### config.mk
export PLATFORM = sky130hd
export DESIGN_NAME = arp_result_post
export DESIGN_NICKNAME = d
export VERILOG_FILES = /design/src/arp_pkg.sv /design/src/arp_threshold.sv /design/src/arp_accumulator.sv /design/src/arp_result_post.sv
export SDC_FILE = /design/constraint.sdc
export NUM_CORES = 1
export LEC_CHECK = 0
export BUFFER_PORTS_ARGS = -buffer_cell sky130_fd_sc_hd__buf_2
export CAP_MARGIN = 20
export CORE_ASPECT_RATIO = 0.8
export CORE_MARGIN = 2
export CORE_UTILIZATION = 35
export CTS_BUF_LIST = sky130_fd_sc_hd__clkbuf_4 sky130_fd_sc_hd__clkbuf_8
export DETAILED_ROUTE_END_ITERATION = 7
export PLACE_DENSITY = 0.56
export SLEW_MARGIN = 20
export SYNTH_ARGS = -nofsm -noshare
export SYNTH_HDL_FRONTEND = slang
export SYNTH_SLANG_ARGS = --single-unit
### constraint.sdc
create_clock -name i_sys_clk -period 2.49 [get_ports i_sys_clk]
set_input_delay 0.498 -clock i_sys_clk [delete_from_list [all_inputs] [get_ports i_sys_clk]]
set_output_delay 0.498 -clock i_sys_clk [all_outputs]
set_load 0.005 [all_outputs]
### src/arp_pkg.sv
package arp_pkg;

    // ------------------------------------------------------------------
    // Register byte addresses
    // ------------------------------------------------------------------
    localparam logic [31:0] ADDR_PRIMARY_CONVERSION_RESULT   = 32'hFFFF051C;
    localparam logic [31:0] ADDR_AUXILIARY_CONVERSION_RESULT = 32'hFFFF0520;
    localparam logic [31:0] ADDR_PRIMARY_OFFSET_COEFFICIENT  = 32'hFFFF0524;
    localparam logic [31:0] ADDR_AUXILIARY_OFFSET_COEFFICIENT = 32'hFFFF0528;
    localparam logic [31:0] ADDR_PRIMARY_GAIN_COEFFICIENT    = 32'hFFFF052C;
    localparam logic [31:0] ADDR_AUXILIARY_GAIN_COEFFICIENT  = 32'hFFFF0530;
    localparam logic [31:0] ADDR_RESULT_COUNT_LIMIT          = 32'hFFFF0534;
    localparam logic [31:0] ADDR_RESULT_COUNT_VALUE          = 32'hFFFF0538;
    localparam logic [31:0] ADDR_MAGNITUDE_THRESHOLD         = 32'hFFFF053C;
    localparam logic [31:0] ADDR_THRESHOLD_HIT_LIMIT         = 32'hFFFF0540;
    localparam logic [31:0] ADDR_THRESHOLD_HIT_COUNT         = 32'hFFFF0544;
    localparam logic [31:0] ADDR_RESULT_ACCUMULATOR          = 32'hFFFF0548;

    // ------------------------------------------------------------------
    // Widths and reset values
    // ------------------------------------------------------------------
    localparam int          RESULT_W             = 24;
    localparam int          COEF_W               = 16;
    localparam int          COUNT_W              = 16;
    localparam int          HIT_W                = 8;
    localparam int          ACC_W                = 32;
    localparam logic [15:0] RESULT_COUNT_LIMIT_RST = 16'h0001;
    localparam logic [7:0]  THRESHOLD_HIT_LIMIT_RST = 8'h01;
    localparam logic [15:0] MAGNITUDE_THRESHOLD_RST = 16'h0000;

    // Status bit positions of the ready flags
    localparam int READY_PRIMARY_BIT   = 0;
    localparam int READY_AUXILIARY_BIT = 1;

    // Idle time software must observe before writing coefficients
    localparam int IDLE_SETTLE_NS = 23000;
    localparam int CLK_PERIOD_NS  = 20;
    localparam int IDLE_SETTLE_CYCLES = (IDLE_SETTLE_NS + CLK_PERIOD_NS - 1) / CLK_PERIOD_NS;

    // ------------------------------------------------------------------
    // Mode encodings
    // ------------------------------------------------------------------
    localparam logic [1:0] CMP_OFF        = 2'h0;
    localparam logic [1:0] CMP_EACH       = 2'h1;
    localparam logic [1:0] CMP_COUNT_CLR  = 2'h2;
    localparam logic [1:0] CMP_COUNT_DEC  = 2'h3;

    localparam logic [1:0] ACC_OFF        = 2'h0;
    localparam logic [1:0] ACC_CLAMP      = 2'h1;
    localparam logic [1:0] ACC_NOCLAMP    = 2'h2;
    localparam logic [1:0] ACC_WITH_CMP   = 2'h3;

    // ------------------------------------------------------------------
    // Carriers
    // ------------------------------------------------------------------
    typedef struct packed {
        logic                valid;
        logic [23:0]         data;
    } arp_result_type;

    typedef struct packed {
        logic                result_counter_enable;
        logic [1:0]          comparator_mode_field;
        logic [1:0]          acc_mode;
        logic                twos_comp;
    } arp_cfg_type;

    typedef struct packed {
        logic                valid;
        logic                auxiliary;
        logic                gain;
        logic [15:0]         value;
    } arp_cal_type;

    typedef struct packed {
        logic                rd;
        logic                wr;
        logic [31:0]         addr;
        logic [31:0]         wdata;
    } arp_mmr_req_type;

    // Result as a signed 25-bit value; unipolar codes are never negative
    function automatic logic signed [24:0] arp_signed_value(input logic [23:0] data,
                                                            input logic        twos);
        arp_signed_value = twos ? {data[23], data} : {1'b0, data};
    endfunction : arp_signed_value

endpackage : arp_pkg

### src/arp_threshold.sv
module arp_threshold (
    input  wire logic                    i_sys_clk,
    input  wire logic                    i_rst_b,
    input  wire arp_pkg::arp_result_type i_result,
    input  wire logic                    i_twos_comp,
    input  wire logic [1:0]              i_mode,
    input  wire logic [15:0]             i_threshold,
    input  wire logic [7:0]              i_hit_limit,
    output logic      [7:0]              o_hit_count,
    output logic                         o_event
);
    import arp_pkg::*;

    typedef struct packed {
        logic [7:0] hit_count;
        logic       event_hit;
    } arp_thr_state_type;

    arp_thr_state_type state;
    arp_thr_state_type next_state;
    logic signed [24:0] value;
    logic [24:0]        magnitude;
    logic               above;
    logic [7:0]         bumped;

    always_comb begin
        next_state = state;
        next_state.event_hit = 1'b0;
        value = arp_signed_value(i_result.data, i_twos_comp);
        magnitude = value[24] ? 25'(-value) : 25'(value);
        // Sixteen-bit compare on the top of the code; bipolar drops the sign bit
        if (i_twos_comp) begin
            above = (magnitude[23:8] >= {1'b0, i_threshold[14:0]});
        end else begin
            above = (magnitude[23:8] >= i_threshold);
        end
        bumped = (state.hit_count == 8'hFF) ? state.hit_count : state.hit_count + 8'h01;
        if (i_result.valid) begin
            case (i_mode)
                CMP_OFF: begin
                    next_state.hit_count = state.hit_count;
                end
                CMP_EACH: begin
                    next_state.event_hit = above;
                end
                CMP_COUNT_CLR: begin
                    if (above) begin
                        next_state.hit_count = bumped;
                        next_state.event_hit = (bumped == i_hit_limit);
                    end else begin
                        next_state.hit_count = 8'h00;
                    end
                end
                CMP_COUNT_DEC: begin
                    if (above) begin
                        next_state.hit_count = bumped;
                        next_state.event_hit = (bumped == i_hit_limit);
                    end else if (state.hit_count != 8'h00) begin
                        next_state.hit_count = state.hit_count - 8'h01;
                    end
                end
                default: begin
                    next_state.hit_count = state.hit_count;
                end
            endcase
        end
    end

    always_ff @(posedge i_sys_clk or negedge i_rst_b) begin
        if (!i_rst_b) begin
            state <= '0;
        end else begin
            state <= next_state;
        end
    end

    assign o_hit_count = state.hit_count;
    assign o_event     = state.event_hit;

endmodule : arp_threshold

### src/arp_accumulator.sv
module arp_accumulator (
    input  wire logic                    i_sys_clk,
    input  wire logic                    i_rst_b,
    input  wire arp_pkg::arp_result_type i_result,
    input  wire logic                    i_twos_comp,
    input  wire logic [1:0]              i_mode,
    input  wire logic                    i_clear,
    output logic      [31:0]             o_acc
);
    import arp_pkg::*;

    typedef struct packed {
        logic [31:0] acc;
    } arp_acc_state_type;

    arp_acc_state_type  state;
    arp_acc_state_type  next_state;
    logic signed [32:0] sum;

    always_comb begin
        next_state = state;
        sum = $signed({1'b0, state.acc}) + 33'(arp_signed_value(i_result.data, i_twos_comp));
        if (i_clear || i_mode == ACC_OFF) begin
            next_state.acc = 32'h00000000;
        end else if (i_result.valid) begin
            case (i_mode)
                ACC_NOCLAMP: begin
                    next_state.acc = sum[31:0];
                end
                ACC_CLAMP, ACC_WITH_CMP: begin
                    // Clamp sends both underflow and a carry out of bit 31 to zero, since either one sets sum[32]
                    next_state.acc = sum[32] ? 32'h00000000 : sum[31:0];
                end
                default: begin
                    next_state.acc = state.acc;
                end
            endcase
        end
    end

    always_ff @(posedge i_sys_clk or negedge i_rst_b) begin
        if (!i_rst_b) begin
            state <= '0;
        end else begin
            state <= next_state;
        end
    end

    assign o_acc = state.acc;

endmodule : arp_accumulator

### src/arp_result_post.sv
module arp_result_post #(
    parameter logic [15:0] PRIMARY_OFFSET_FACTORY   = 16'h8000,
    parameter logic [15:0] AUXILIARY_OFFSET_FACTORY = 16'h8000,
    parameter logic [15:0] PRIMARY_GAIN_FACTORY     = 16'h5555,
    parameter logic [15:0] AUXILIARY_GAIN_FACTORY   = 16'h5555
) (
    input  wire logic                     i_sys_clk,
    input  wire logic                     i_rst_b,
    input  wire arp_pkg::arp_mmr_req_type i_mmr,
    output logic      [31:0]              o_mmr_rdata,
    input  wire arp_pkg::arp_cfg_type     i_cfg,
    input  wire logic                     i_primary_ctrl_wr,
    input  wire logic                     i_mode_wr,
    input  wire logic                     i_primary_idle,
    input  wire logic                     i_auxiliary_idle,
    input  wire arp_pkg::arp_result_type  i_primary_result,
    input  wire arp_pkg::arp_result_type  i_auxiliary_result,
    input  wire arp_pkg::arp_cal_type     i_cal,
    output logic      [1:0]               o_ready_flags,
    output logic                          o_threshold_flag,
    output logic                          o_primary_irq,
    output logic      [15:0]              o_primary_offset_coefficient,
    output logic      [15:0]              o_auxiliary_offset_coefficient,
    output logic      [15:0]              o_primary_gain_coefficient,
    output logic      [15:0]              o_auxiliary_gain_coefficient
);
    import arp_pkg::*;

    // ------------------------------------------------------------------
    // State
    // ------------------------------------------------------------------
    typedef struct packed {
        logic [23:0] primary_conversion_result;
        logic [23:0] auxiliary_conversion_result;
        logic [1:0]  ready;
        logic [15:0] primary_offset_coefficient;
        logic [15:0] auxiliary_offset_coefficient;
        logic [15:0] primary_gain_coefficient;
        logic [15:0] auxiliary_gain_coefficient;
        logic [15:0] result_count_limit;
        logic [15:0] result_count_value;
        logic [15:0] magnitude_threshold;
        logic [7:0]  threshold_hit_limit;
        logic        threshold_flag;
        logic        irq;
        logic [31:0] rdata;
    } arp_top_state_type;

    arp_top_state_type state;
    arp_top_state_type next_state;

    logic [7:0]  threshold_hit_count;
    logic [31:0] result_accumulator;
    logic        threshold_event;
    logic        reconfig;
    logic        wr_primary_offset;
    logic        wr_auxiliary_offset;
    logic        wr_primary_gain;
    logic        wr_auxiliary_gain;
    logic        read_primary;
    logic [15:0] count_step;

    function automatic logic hit(input arp_mmr_req_type req, input logic [31:0] addr);
        hit = (req.addr == addr);
    endfunction : hit

    // ------------------------------------------------------------------
    // Comparator and accumulator on the primary stream
    // ------------------------------------------------------------------
    arp_threshold u_threshold (
        .i_sys_clk   (i_sys_clk),
        .i_rst_b     (i_rst_b),
        .i_result    (i_primary_result),
        .i_twos_comp (i_cfg.twos_comp),
        .i_mode      (i_cfg.comparator_mode_field),
        .i_threshold (state.magnitude_threshold),
        .i_hit_limit (state.threshold_hit_limit),
        .o_hit_count (threshold_hit_count),
        .o_event     (threshold_event)
    );

    arp_accumulator u_accumulator (
        .i_sys_clk   (i_sys_clk),
        .i_rst_b     (i_rst_b),
        .i_result    (i_primary_result),
        .i_twos_comp (i_cfg.twos_comp),
        .i_mode      (i_cfg.acc_mode),
        .i_clear     (reconfig),
        .o_acc       (result_accumulator)
    );

    // ------------------------------------------------------------------
    // Next state
    // ------------------------------------------------------------------
    always_comb begin
        next_state = state;
        next_state.irq = 1'b0;
        reconfig = i_primary_ctrl_wr | i_mode_wr;
        read_primary = i_mmr.rd && hit(i_mmr, ADDR_PRIMARY_CONVERSION_RESULT);
        // Writes to read-only offsets fall through the decode untouched
        wr_primary_offset   = i_mmr.wr && hit(i_mmr, ADDR_PRIMARY_OFFSET_COEFFICIENT)
                              && i_primary_idle;
        wr_auxiliary_offset = i_mmr.wr && hit(i_mmr, ADDR_AUXILIARY_OFFSET_COEFFICIENT)
                              && i_auxiliary_idle;
        wr_primary_gain     = i_mmr.wr && hit(i_mmr, ADDR_PRIMARY_GAIN_COEFFICIENT)
                              && i_primary_idle;
        wr_auxiliary_gain   = i_mmr.wr && hit(i_mmr, ADDR_AUXILIARY_GAIN_COEFFICIENT)
                              && i_auxiliary_idle;
        count_step = state.result_count_value + 16'h0001;

        // Ready flags: a primary result read clears both, a new result in the same cycle wins
        if (read_primary) begin
            next_state.ready = 2'b00;
            next_state.threshold_flag = 1'b0;
        end
        if (i_primary_result.valid) begin
            if (!state.ready[READY_PRIMARY_BIT]) begin
                next_state.primary_conversion_result = i_primary_result.data;
            end
            next_state.ready[READY_PRIMARY_BIT] = 1'b1;
        end
        if (i_auxiliary_result.valid) begin
            if (!state.ready[READY_AUXILIARY_BIT]) begin
                next_state.auxiliary_conversion_result = i_auxiliary_result.data;
            end
            next_state.ready[READY_AUXILIARY_BIT] = 1'b1;
        end

        // Result counter decimates the primary interrupt
        if (reconfig) begin
            next_state.result_count_value = 16'h0000;
        end else if (i_primary_result.valid && i_cfg.result_counter_enable) begin
            if (count_step == state.result_count_limit) begin
                next_state.result_count_value = 16'h0000;
                next_state.irq = 1'b1;
            end else begin
                next_state.result_count_value = count_step;
            end
        end
        if (i_primary_result.valid && !i_cfg.result_counter_enable) begin
            next_state.irq = 1'b1;
        end

        if (threshold_event) begin
            next_state.threshold_flag = 1'b1;
            next_state.irq = 1'b1;
        end

        // Software writes to writable registers
        if (wr_primary_offset) begin
            next_state.primary_offset_coefficient = i_mmr.wdata[15:0];
        end
        if (wr_auxiliary_offset) begin
            next_state.auxiliary_offset_coefficient = i_mmr.wdata[15:0];
        end
        if (wr_primary_gain) begin
            next_state.primary_gain_coefficient = i_mmr.wdata[15:0];
        end
        if (wr_auxiliary_gain) begin
            next_state.auxiliary_gain_coefficient = i_mmr.wdata[15:0];
        end
        if (i_mmr.wr && hit(i_mmr, ADDR_RESULT_COUNT_LIMIT)) begin
            next_state.result_count_limit = i_mmr.wdata[15:0];
        end
        if (i_mmr.wr && hit(i_mmr, ADDR_MAGNITUDE_THRESHOLD)) begin
            next_state.magnitude_threshold = i_mmr.wdata[15:0];
        end
        if (i_mmr.wr && hit(i_mmr, ADDR_THRESHOLD_HIT_LIMIT)) begin
            next_state.threshold_hit_limit = i_mmr.wdata[7:0];
        end

        // Calibration results overwrite any software value in the same cycle
        if (i_cal.valid) begin
            case ({i_cal.auxiliary, i_cal.gain})
                2'b00: next_state.primary_offset_coefficient = i_cal.value;
                2'b10: next_state.auxiliary_offset_coefficient = i_cal.value;
                2'b01: next_state.primary_gain_coefficient = i_cal.value;
                2'b11: next_state.auxiliary_gain_coefficient = i_cal.value;
                default: next_state.primary_gain_coefficient = state.primary_gain_coefficient;
            endcase
        end

        // Read data, registered; unmapped offsets read zero
        if (i_mmr.rd) begin
            case (i_mmr.addr)
                ADDR_PRIMARY_CONVERSION_RESULT:
                    next_state.rdata = {8'h00, state.primary_conversion_result};
                ADDR_AUXILIARY_CONVERSION_RESULT:
                    next_state.rdata = {8'h00, state.auxiliary_conversion_result};
                ADDR_PRIMARY_OFFSET_COEFFICIENT:
                    next_state.rdata = {16'h0000, state.primary_offset_coefficient};
                ADDR_AUXILIARY_OFFSET_COEFFICIENT:
                    next_state.rdata = {16'h0000, state.auxiliary_offset_coefficient};
                ADDR_PRIMARY_GAIN_COEFFICIENT:
                    next_state.rdata = {16'h0000, state.primary_gain_coefficient};
                ADDR_AUXILIARY_GAIN_COEFFICIENT:
                    next_state.rdata = {16'h0000, state.auxiliary_gain_coefficient};
                ADDR_RESULT_COUNT_LIMIT:
                    next_state.rdata = {16'h0000, state.result_count_limit};
                ADDR_RESULT_COUNT_VALUE:
                    next_state.rdata = {16'h0000, state.result_count_value};
                ADDR_MAGNITUDE_THRESHOLD:
                    next_state.rdata = {16'h0000, state.magnitude_threshold};
                ADDR_THRESHOLD_HIT_LIMIT:
                    next_state.rdata = {24'h000000, state.threshold_hit_limit};
                ADDR_THRESHOLD_HIT_COUNT:
                    next_state.rdata = {24'h000000, threshold_hit_count};
                ADDR_RESULT_ACCUMULATOR:
                    next_state.rdata = result_accumulator;
                default:
                    next_state.rdata = 32'h00000000;
            endcase
        end
    end

    // ------------------------------------------------------------------
    // Registers
    // ------------------------------------------------------------------
    always_ff @(posedge i_sys_clk or negedge i_rst_b) begin
        if (!i_rst_b) begin
            state <= '0;
            state.primary_offset_coefficient   <= PRIMARY_OFFSET_FACTORY;
            state.auxiliary_offset_coefficient <= AUXILIARY_OFFSET_FACTORY;
            state.primary_gain_coefficient     <= PRIMARY_GAIN_FACTORY;
            state.auxiliary_gain_coefficient   <= AUXILIARY_GAIN_FACTORY;
            state.result_count_limit           <= RESULT_COUNT_LIMIT_RST;
            state.magnitude_threshold          <= MAGNITUDE_THRESHOLD_RST;
            state.threshold_hit_limit          <= THRESHOLD_HIT_LIMIT_RST;
        end else begin
            state <= next_state;
        end
    end

    assign o_mmr_rdata                    = state.rdata;
    assign o_ready_flags                  = state.ready;
    assign o_threshold_flag               = state.threshold_flag;
    assign o_primary_irq                  = state.irq;
    assign o_primary_offset_coefficient   = state.primary_offset_coefficient;
    assign o_auxiliary_offset_coefficient = state.auxiliary_offset_coefficient;
    assign o_primary_gain_coefficient     = state.primary_gain_coefficient;
    assign o_auxiliary_gain_coefficient   = state.auxiliary_gain_coefficient;

endmodule : arp_result_post

==> results of run 1 <==
==> flip-flops by register name (all words and copies together) (netlist names) <==
name and count:
o_primary_gain_coefficient 16, o_primary_irq 1, u_accumulator.o_acc 32, o_primary_offset_coefficient 16, o_auxiliary_offset_coefficient 16, o_mmr_rdata 32
o_ready_flags 2, u_threshold.o_event 1, o_threshold_flag 1, state 104, u_threshold.o_hit_count 8, o_auxiliary_gain_coefficient 16
==> power by group through the flow <==
stage / combinational, mW / clock (mW) / sequential, mW
CTS: 2.21 / 4.70 / 4.72
detailed placement: 2.14 / 0 / 4.79
global route: 2.48 / 4.88 / 4.76
global placement: 2.12 / 0 / 4.78
finish: 2.26 / 4.60 / 4.73
floorplan: 1.35 / 0 / 4.59
==> layout make-up <==
| type | instances | area [um2] |
|---|---|---|
| fillers | 4190 | 23500 |
| multi-input cells | 1179 | 8710 |
| flip-flops and latches | 245 | 6160 |
| repair buffers | 564 | 4110 |
| clock buffers | 69 | 881 |
| well taps | 603 | 754 |
| clock inverters | 16 | 185 |
| inverters | 37 | 140 |
| diodes | 2 | 5.00 |
==> worst max-delay path, delay by kind of cell <==
kind                     cells  cell delay (ns)
AO/OA/AOI/OAI                5             1.09
XOR/XNOR                     1             0.17
adder cells (fa/ha/maj)      1             0.33
buffers and inverters        3             0.42
multiplexers                 1             0.11
AND/OR/NAND/NOR              4             1.08
==> kinds of logic (layout without fill, tap and decap cells) <==
family / Yosys count / count (layout)
multiplexers: 122 / 122
AO/OA/AOI/OAI: 411 / 411
other: 0 / 2
XOR/XNOR: 78 / 78
adder cells (fa/ha/maj): 53 / 53
flip-flops: 245 / 245
AND/OR/NAND/NOR: 515 / 515
buffers and inverters: 232 / 686
==> metal layers <==
metal / vias to the layer above / wire length, um / GRT usage [%]
met5: - / 0 / 0
met4: 0 / 1500 / 7.06
met3: 95 / 4990 / 5.73
met2: 640 / 26400 / 38.3
met1: 7361 / 27700 / 35.7
li1: 6920 / - / -
==> final timing paths <==
check / slack, ns / endpoint
worst max-delay path: -0.72 / u_threshold.o_hit_count[6]
worst min-delay path: 0.11 / o_ready_flags[1]
worst max register to register: -0.51 / u_accumulator.o_acc[25]
worst min register to register: 0.49 / o_threshold_flag
max in group asynchronous: 1.33 / o_mmr_rdata[31]
min in group asynchronous: 0.45 / o_auxiliary_gain_coefficient[1]
==> metrics by stage <==
step / TNS [ns] / cell area (um2) / hold WS [ns] / total power [mW] / utilization [%]
final: -20.02 / 20900 / 0.105 / 11.6 / 47.1
after CTS: -16.60 / 20700 / 0.0617 / 11.6 / 46.5
after floorplan: -31.23 / 15900 / 0.202 / 5.94 / -
after global routing: -28.64 / 20900 / 0.0859 / 12.1 / 47.1
after global placement: -62.63 / 19300 / 0.462 / 6.91 / 43.5
after detailed placement: -64.14 / 19300 / 0.471 / 6.93 / 43.5
==> synthesized netlist by cell type, drive strengths merged (6+ instances only) <==
master	number	area, um2
dfrtp	225	5630
nand2	190	716
buf	129	933
nor2	97	372
o21ai	89	449
mux2	87	980
clkbuf	64	244
ha	52	651
nand4	50	313
a21oi	49	245
a31oi	45	282
xnor2	45	394
a222oi	42	420
a22o	39	342
a22oi	39	293
inv	35	131
mux2i	35	350
xor2	33	289
and3	31	194
nand3	31	168
nor3	23	125
a21o	21	158
dfstp	20	526
or4	16	128
nor4	13	169
nand2b	12	75.1
nor2b	10	62.6
a221oi	9	78.8
or3	8	51.3
a211oi	7	62.6
o211ai	7	57.6
and2	6	37.5
o21bai	6	45.0
==> what timing repair did <==
action	in CTS	in global routing
hold buffers	1	0
pin swaps	20	40
gates cloned	1	1
setup buffers	9	14
endpoints found under the setup margin	58	58
endpoints found under the hold margin	42	0
resized for setup	38	47
==> results.sh, run 1 <==
export IMPL_status="complete, but fails checks"
export IMPL_violations="setup timing"
export IMPL_routed_wl_mm=60.6
export IMPL_netSwitchingFraction_pct=30.4
export IMPL_fp_row_count=69
export IMPL_p_per_area_mw_per_mm2=553
export IMPL_pwr_share_seq_pct=40.8
export IMPL_intPower_mw=8.07
export IMPL_worstSetupStartpoint="i_primary_result[0]"
export IMPL_synthToLayoutAreaGrowth_pct=32.6
export IMPL_dp_cells=2606
export IMPL_worstMarginPinSlew_ns=0.680
export IMPL_synthCells=1656
export IMPL_io_pins=247
export IMPL_synth_edf_count=0
export IMPL_switchingPower_mw=3.52
export IMPL_dieHeight_um=194
export IMPL_crit_path_max_incr_delay_ns=0.37
export IMPL_cp_slowest_cell="nor4_4"
export IMPL_final_common_cell="buf_4"
export IMPL_hold_viol_final=0
export IMPL_clk_pin_slew_ns=0.07
export IMPL_overflow=0
export IMPL_rsz0062_at_grt="true"
export IMPL_synthesis_nets=1856
export IMPL_maxCapViolCount=0
export IMPL_cts_root_buf="clkbuf_8"
export IMPL_place_gp_congestion=0.928
export IMPL_instances_no_fill=2715
export IMPL_grt_pass1_wl_mm=91.3
export IMPL_reg2reg_from="u_accumulator.o_acc[0]"
export IMPL_finClkSkew_ns=0.0415
export IMPL_hpwl_mm=45.6
export IMPL_synth_compound_area_share_pct=18.6
export IMPL_ant_nets=0
export IMPL_cpMostUsedCell="nor4_4"
export IMPL_numCtsBuffers=46
export IMPL_worstPathArrival_ns=3.69
export IMPL_post_route_min_period_ns=3.21
export IMPL_initial_core_util_pct=35.5
export IMPL_synth_fa_ha_area_share_pct=4.24
export IMPL_first_iter_violations=1489
export IMPL_port_buffers=230
export IMPL_grt_pass1_vias=14800
export IMPL_setup_violations=58
export IMPL_ys_warn_count=0
export IMPL_grt_start_max_net_pins=57
export IMPL_synth_top_family_by_area="compound AO/OA/AOI/OAI gates"
export IMPL_reg2reg_depth=13
export IMPL_hold_path_class="primary input to flop"
export IMPL_die_w_um=242
export IMPL_maxSlewHeadroom_pct=54.6
export IMPL_fmax_ghz=0.312
export IMPL_antenna_found_initial=1
export IMPL_ys_ff_latch=245
export IMPL_pre_cts_slack_ns=-1.84
export IMPL_die_area_mm2=0.0469
export IMPL_syn_avg_cell_area_um2=9.54
export IMPL_dr_pass1_iters=7
export IMPL_cp_max_fo=8
export IMPL_yosys_area_share_simple_pct=17.0
export IMPL_fin_crit_sh_pct=129
export IMPL_clk_path_buf_depth=3
export IMPL_core_region_area_mm2=0.0445
export IMPL_peakVddDrop_v=0.000311
export IMPL_pwr_share_clk_pct=39.7
export IMPL_layout_common_cells="buf_4, buf_2, dfrtp_1"
export IMPL_drc=0
export IMPL_worstPathCellList="buf_8 > nor4_4 > nand4bb_4 > nor4_4 > nor3b_4 > buf_4 > a21oi_1 > xor2_1 > ha_1 > a2111oi_2 > o31ai_2 > a21o_4 > buf_6 > mux2i_1 > a22o_1"
export IMPL_wl_per_cell_um=22.3
export IMPL_synth_main_ff_cell="dfrtp_1"
export IMPL_drive_above_1_share_pct=40.3
export IMPL_htreeDepth=2
export IMPL_numClockSinks=245
export IMPL_clk_latency_ns=0.62
export IMPL_viasPerCell=5.53
export IMPL_num_vias=15000
export IMPL_worstSetupStartpointType="primary input"
export IMPL_pwr_share_comb_pct=19.5
export IMPL_critPathKind="primary input to flop"
export IMPL_power_leakage_nw=9.59
export IMPL_cp_end_kind="flop"
export IMPL_async_reset_ff_share_pct=100
export IMPL_final_max_slew_viol_count=0
export IMPL_tritoncts="done"
export IMPL_track_usage_pct=25.2
export IMPL_yosys_mux_area_fraction_pct=8.42
export IMPL_synth_area_mm2=0.0158
export IMPL_crit_required_ns=2.97
export IMPL_worstHoldStart="i_auxiliary_result[24]"
export IMPL_ys_types=90
export IMPL_ys_seq_area_share_pct=39.0
export IMPL_holdPathStages=2
export IMPL_final_setup_worst_slack_ns=-0.717
export IMPL_synth_xor_area_share_pct=4.32
export IMPL_fin_nets=2273
(Power assumes the default switching activity.)
==> inputs of run 2 (changes only) <==
Settings changed: CAP_MARGIN 20 to 25, CORE_UTILIZATION 35 to 54, PLACE_DENSITY 0.56 to 0.8.
==> results.sh, run 2 (same netlist as run 1, synthesis figures left out) <==
export IMPL_peakVddDrop_v=0.000405
export IMPL_endpoint="u_threshold.o_hit_count[1]"
export IMPL_viasPerCell=6.45
export IMPL_overflow=0
export IMPL_numClockSinks=245
export IMPL_setup_violations=58
export IMPL_final_setup_worst_slack_ns=-0.729
export IMPL_die_w_um=195
export IMPL_drc=8
export IMPL_dp_cells=2358
export IMPL_grt_start_max_net_pins=61
export IMPL_crit_path_max_incr_delay_ns=0.33
export IMPL_violations="DRC, setup timing"
export IMPL_r2r_end="u_accumulator.o_acc[4]"
export IMPL_power_leakage_nw=9.34
export IMPL_tritoncts="done"
export IMPL_cp_end_kind="flop"
export IMPL_final_common_cell="buf_4"
export IMPL_whs_ns=0.112
export IMPL_reg2reg_depth=13
export IMPL_top_register="state"
export IMPL_num_vias=15800
export IMPL_worstMarginPinSlew_ns=0.550
export IMPL_synthToLayoutAreaGrowth_pct=27.9
export IMPL_fin_total_pwr_mw=11.0
export IMPL_reg2reg_from="u_accumulator.o_acc[0]"
export IMPL_grt_pass1_wl_mm=86.7
export IMPL_track_usage_pct=36.8
export IMPL_layout_common_cells="buf_4, buf_2, dfrtp_1"
export IMPL_maxSlewHeadroom_pct=63.3
export IMPL_instances_no_fill=2452
export IMPL_p_per_area_mw_per_mm2=547
export IMPL_hold_path_class="primary input to flop"
export IMPL_hpwl_mm=43.2
export IMPL_clk_pin_slew_ns=0.07
export IMPL_dr_pass1_iters=8
export IMPL_cp_slowest_cell="nor4_4"
export IMPL_worstPathCellList="buf_6 > nor4_4 > nand4bb_1 > nor4_2 > nor3b_4 > nand2_2 > o21ai_1 > xnor2_1 > ha_1 > nor2b_1 > a2111oi_4 > o31ai_2 > a21o_4 > buf_4 > a211oi_2 > o22ai_1"
export IMPL_nFillCells=2144
export IMPL_fp_row_count=55
export IMPL_worstPathArrival_ns=3.66
export IMPL_timing_critical_path_buf_inv=2
export IMPL_placed_area_mm2=0.0188
export IMPL_largest_register_ffs=104
export IMPL_initial_core_util_pct=55.3
export IMPL_fmax_ghz=0.311
export IMPL_critPathKind="primary input to flop"
export IMPL_antenna_found_initial=0
export IMPL_ant_nets=0
export IMPL_numCtsBuffers=42
export IMPL_place_gp_congestion=1.01
export IMPL_drt_met1_wl_mm=23.9
export IMPL_wl_per_cell_um=23.8
export IMPL_routed_wl_mm=58.3
export IMPL_clk_path_buf_depth=3
export IMPL_io_pins=247
export IMPL_cts_root_buf="clkbuf_8"
export IMPL_port_buffers=230
export IMPL_maxCapViolCount=0
export IMPL_top_layer="met4"
export IMPL_die_area_mm2=0.0306
export IMPL_clk_latency_ns=0.59
export IMPL_post_route_min_period_ns=3.22
export IMPL_fin_area_mm2=0.0202
export IMPL_worstSetupStartpointType="primary input"
export IMPL_crit_family="simple AND/OR/NAND/NOR gates"
export IMPL_hold_viol_final=0
export IMPL_cp_depth=16
export IMPL_final_max_slew_viol_count=0
export IMPL_wl_met3_mm=6.51
export IMPL_fin_crit_sh_pct=129
export IMPL_grt_pass1_vias=15400
export IMPL_cp_max_fo=7
export IMPL_routed_wl_met2_mm=25.3
export IMPL_first_iter_violations=1999
export IMPL_setup_tns_ns=-17.69
export IMPL_core_region_area_mm2=0.0286
export IMPL_rsz0062_at_grt="true"
export IMPL_worstSetupStartpoint="i_primary_result[0]"
export IMPL_drive_above_1_share_pct=39.1
export IMPL_status="complete, but fails checks"
export IMPL_fin_nets=2251
export IMPL_htreeDepth=2
export IMPL_dieHeight_um=157
export IMPL_finClkSkew_ns=0.0100
export IMPL_crit_required_ns=2.93
export IMPL_reg2reg_slack_ns=-0.37
[run 2: metrics by stage]
| step | setup WS, ns | util (%) |
|---|---|---|
| after floorplan | -1.19 | - |
| after global placement | -1.63 | 65.9 |
| after detailed placement | -1.65 | 65.9 |
| after CTS | -0.893 | 69.7 |
| after global routing | -0.901 | 70.7 |
| final | -0.729 | 70.7 |
[run 2: how the worst min path moves through the flow]
stage                     cells after the start                   start  slack [ns]                               end
after global placement                        1                 i_rst_b        0.42                     o_primary_irq
after floorplan                               0                 i_rst_b        0.20  o_auxiliary_gain_coefficient[11]
after detailed placement                      1                 i_rst_b        0.43   o_primary_offset_coefficient[3]
final                                         2  i_auxiliary_result[24]        0.11                  o_ready_flags[1]
after CTS                                     2  i_auxiliary_result[24]         0.1                  o_ready_flags[1]
after global routing                          2  i_auxiliary_result[24]        0.11                  o_ready_flags[1]
[run 2: metal layers]
metal | vias to the layer above | global-route usage (%)
li1 | 6868 | -
met1 | 7672 | 49.9
met4 | 0 | 17.3
met3 | 179 | 7.89
met5 | - | 0
met2 | 1094 | 56.7
[run 2: final cells by class]
class                      instances  area (um2)  share of cell area, %
timing repair buffer             545        3860                   19.1
clock inverter                     7        93.8                  0.465
multi-input combinational       1180        8680                   43.0
inverter                          37         140                  0.694
tap                              370         463                   2.29
sequential                       245        6160                   30.5
clock buffer                      67         810                   4.01
antenna                            1        2.50                 0.0124
[run 2: report_power, final]
group          switching, mW  total (mW)  internal (mW)
clock                   1.78        4.05           2.27
combinational           1.27        2.28           1.01
sequential             0.366        4.72           4.35
total                   3.42        11.0           7.63
[run 2: repair_timing]
action	4_1_cts	5_1_grt
hold buffers	1	0
cloned	1	4
gates resized for setup	30	36
pin swaps	14	37
setup endpoints to repair	58	61
endpoints found under the hold margin	36	0
setup buffers	6	7
==> inputs of run 3 (changes only) <==
--- a/config.mk
+++ b/config.mk
@@ -10,8 +10,8 @@
 export CORE_ASPECT_RATIO = 0.8
 export CORE_MARGIN = 2
-export CORE_UTILIZATION = 54
+export CORE_UTILIZATION = 55
 export CTS_BUF_LIST = sky130_fd_sc_hd__clkbuf_4 sky130_fd_sc_hd__clkbuf_8
 export DETAILED_ROUTE_END_ITERATION = 7
-export PLACE_DENSITY = 0.8
+export PLACE_DENSITY = 0.78
 export SLEW_MARGIN = 20
 export SYNTH_ARGS = -nofsm -noshare
==> constraint.sdc (replaced) <==
create_clock -name i_sys_clk -period 3.6 [get_ports i_sys_clk]
set_input_delay 0.18 -clock i_sys_clk [delete_from_list [all_inputs] [get_ports i_sys_clk]]
set_output_delay 0.18 -clock i_sys_clk [all_outputs]
set_load 0.005 [all_outputs]
==> results.sh, run 3 (same netlist as run 1, synthesis figures left out) <==
export IMPL_placed_area_mm2=0.0168
export IMPL_post_route_min_period_ns=3.34
export IMPL_core_region_area_mm2=0.0283
export IMPL_worstMarginPinSlew_ns=0.943
export IMPL_grt_pass1_wl_mm=81.8
export IMPL_p_per_area_mw_per_mm2=398
export IMPL_numCtsBuffers=40
export IMPL_drive_above_1_share_pct=27.4
export IMPL_top_register="state"
export IMPL_peakVddDrop_v=0.000319
export IMPL_fin_total_pwr_mw=7.40
export IMPL_ant_nets=0
export IMPL_fp_row_count=55
export IMPL_dr_pass1_iters=8
export IMPL_maxCapViolCount=0
export IMPL_initial_core_util_pct=55.9
export IMPL_io_pins=247
export IMPL_crit_family="compound AO/OA/AOI/OAI gates"
export IMPL_hold_viol_final=0
export IMPL_grt_start_max_net_pins=92
export IMPL_fin_crit_sh_pct=92.8
export IMPL_reg2reg_depth=10
export IMPL_fin_util_pct=65.7
export IMPL_num_vias=14800
export IMPL_hold_path_class="primary input to flop"
export IMPL_cp_max_fo=11
export IMPL_die_area_mm2=0.0301
export IMPL_endpoint="u_threshold.o_hit_count[6]"
export IMPL_synthToLayoutAreaGrowth_pct=17.6
export IMPL_dieHeight_um=156
export IMPL_routed_wl_mm=53.0
export IMPL_crit_required_ns=4.08
export IMPL_status="finished, final reports clean"
export IMPL_layout_common_cells="buf_2, dfrtp_1, nand2_1"
export IMPL_critPathKind="primary input to flop"
export IMPL_final_common_cell="buf_2"
export IMPL_cts_root_buf="clkbuf_8"
export IMPL_antenna_found_initial=0
export IMPL_finClkSkew_ns=0.0312
export IMPL_place_gp_congestion=0.974
export IMPL_largest_register_ffs=104
export IMPL_r2r_end="u_accumulator.o_acc[26]"
export IMPL_fin_area_mm2=0.0186
export IMPL_dp_cells=2125
export IMPL_die_w_um=193
export IMPL_nFillCells=2237
export IMPL_htreeDepth=2
export IMPL_fmax_ghz=0.299
export IMPL_grt_pass1_vias=14000
export IMPL_first_iter_violations=1759
export IMPL_worstPathArrival_ns=3.82
export IMPL_grt_busiest_layer="met2"
export IMPL_numClockSinks=245
export IMPL_clk_path_buf_depth=3
export IMPL_power_leakage_nw=8.28
export IMPL_hpwl_mm=38.3
export IMPL_instances_no_fill=2284
export IMPL_fin_nets=2081
export IMPL_tritoncts="done"
export IMPL_drc=0
export IMPL_reg2reg_slack_ns=0.28
export IMPL_cp_end_kind="flop"
export IMPL_wl_per_cell_um=23.2
export IMPL_clk_pin_slew_ns=0.07
export IMPL_port_buffers=230
export IMPL_crit_path_max_incr_delay_ns=0.54
export IMPL_reg2reg_from="u_accumulator.o_acc[0]"
export IMPL_setup_tns_ns=0
export IMPL_met1_usage_pct=48.4
export IMPL_setup_violations=0
export IMPL_grtUsageMet3_pct=6.96
export IMPL_track_usage_pct=34.6
export IMPL_whs_ns=0.0204
export IMPL_use_met2_pct=53.2
export IMPL_worstSetupStartpoint="i_primary_result[8]"
export IMPL_cp_depth=17
export IMPL_overflow=0
export IMPL_viasPerCell=6.48
export IMPL_clk_latency_ns=0.57
export IMPL_maxSlewHeadroom_pct=36.3
export IMPL_postCtsSetupBuffers=0
export IMPL_rsz0062_at_grt="false"
export IMPL_pre_cts_slack_ns=-0.182
export IMPL_final_max_slew_viol_count=0
export IMPL_holdPathStages=3
export IMPL_final_setup_worst_slack_ns=0.260
export IMPL_timing_critical_path_buf_inv=3
export IMPL_worstSetupStartpointType="primary input"
export IMPL_worstPathCellList="dlygate4sd3_1 > buf_2 > nand4bb_4 > nor4_4 > nor3b_4 > nand2_2 > o21ai_2 > xnor2_1 > ha_1 > a21oi_1 > nor2b_1 > a2111oi_2 > o31ai_2 > a21o_2 > buf_4 > o21ai_0 > a22o_1"
export IMPL_cp_slowest_cell="dlygate4sd3_1"
## run 3: worst min path at each step
stage,from,slack (ns),to
floorplan,i_rst_b,-0.12,o_auxiliary_gain_coefficient[11]
global placement,i_rst_b,0.25,o_primary_irq
detailed placement,i_rst_b,0.26,o_auxiliary_gain_coefficient[1]
CTS,i_primary_result[6],0.0008,state[186]
global route,i_primary_result[4],0.03,state[184]
finish,i_primary_result[9],0.02,state[189]
## run 3: power breakdown
group / internal, mW / total, mW / leakage [nW] / switching, mW
logic: 0.613 / 1.36 / 4.66 / 0.743
registers: 3.01 / 3.30 / 3.15 / 0.291
clock network: 1.53 / 2.74 / 0.469 / 1.21
## run 3: layer usage
layer  wire, um  part of all wire (%)  vias to the layer above
met3       5440                    10                      142
met4       2090                   3.9                        0
li1           -                     -                     6530
met5          0                     0                        -
met1      22000                    42                     7192
met2      23400                    44                      944
## run 3: cell type report
cell class | count | area [um2] | area share [%]
Timing Repair Buffer | 378 | 2520 | 13.6
Multi-Input combinational cell | 1179 | 8410 | 45.3
Clock buffer | 60 | 738 | 3.97
Inverter | 37 | 139 | 0.747
Antenna cell | 2 | 5.00 | 0.0269
Tap cell | 370 | 463 | 2.49
Sequential cell | 245 | 6160 | 33.1
Clock inverter | 13 | 145 | 0.781
## run 3: worst reg2reg max path: cells and delay by family (launching register included)
kind / cells / cell delay [ns]
xor+xnor: 1 / 0.09
compound gates: 7 / 2.02
flops: 1 / 0.42
fa+ha+maj: 2 / 0.70
## run 3: timing repair
action                                 CTS  global route
gates resized for setup                  0            13
endpoints found under the hold margin  211             0
hold buffers                            84             0
setup endpoints to repair                0             9
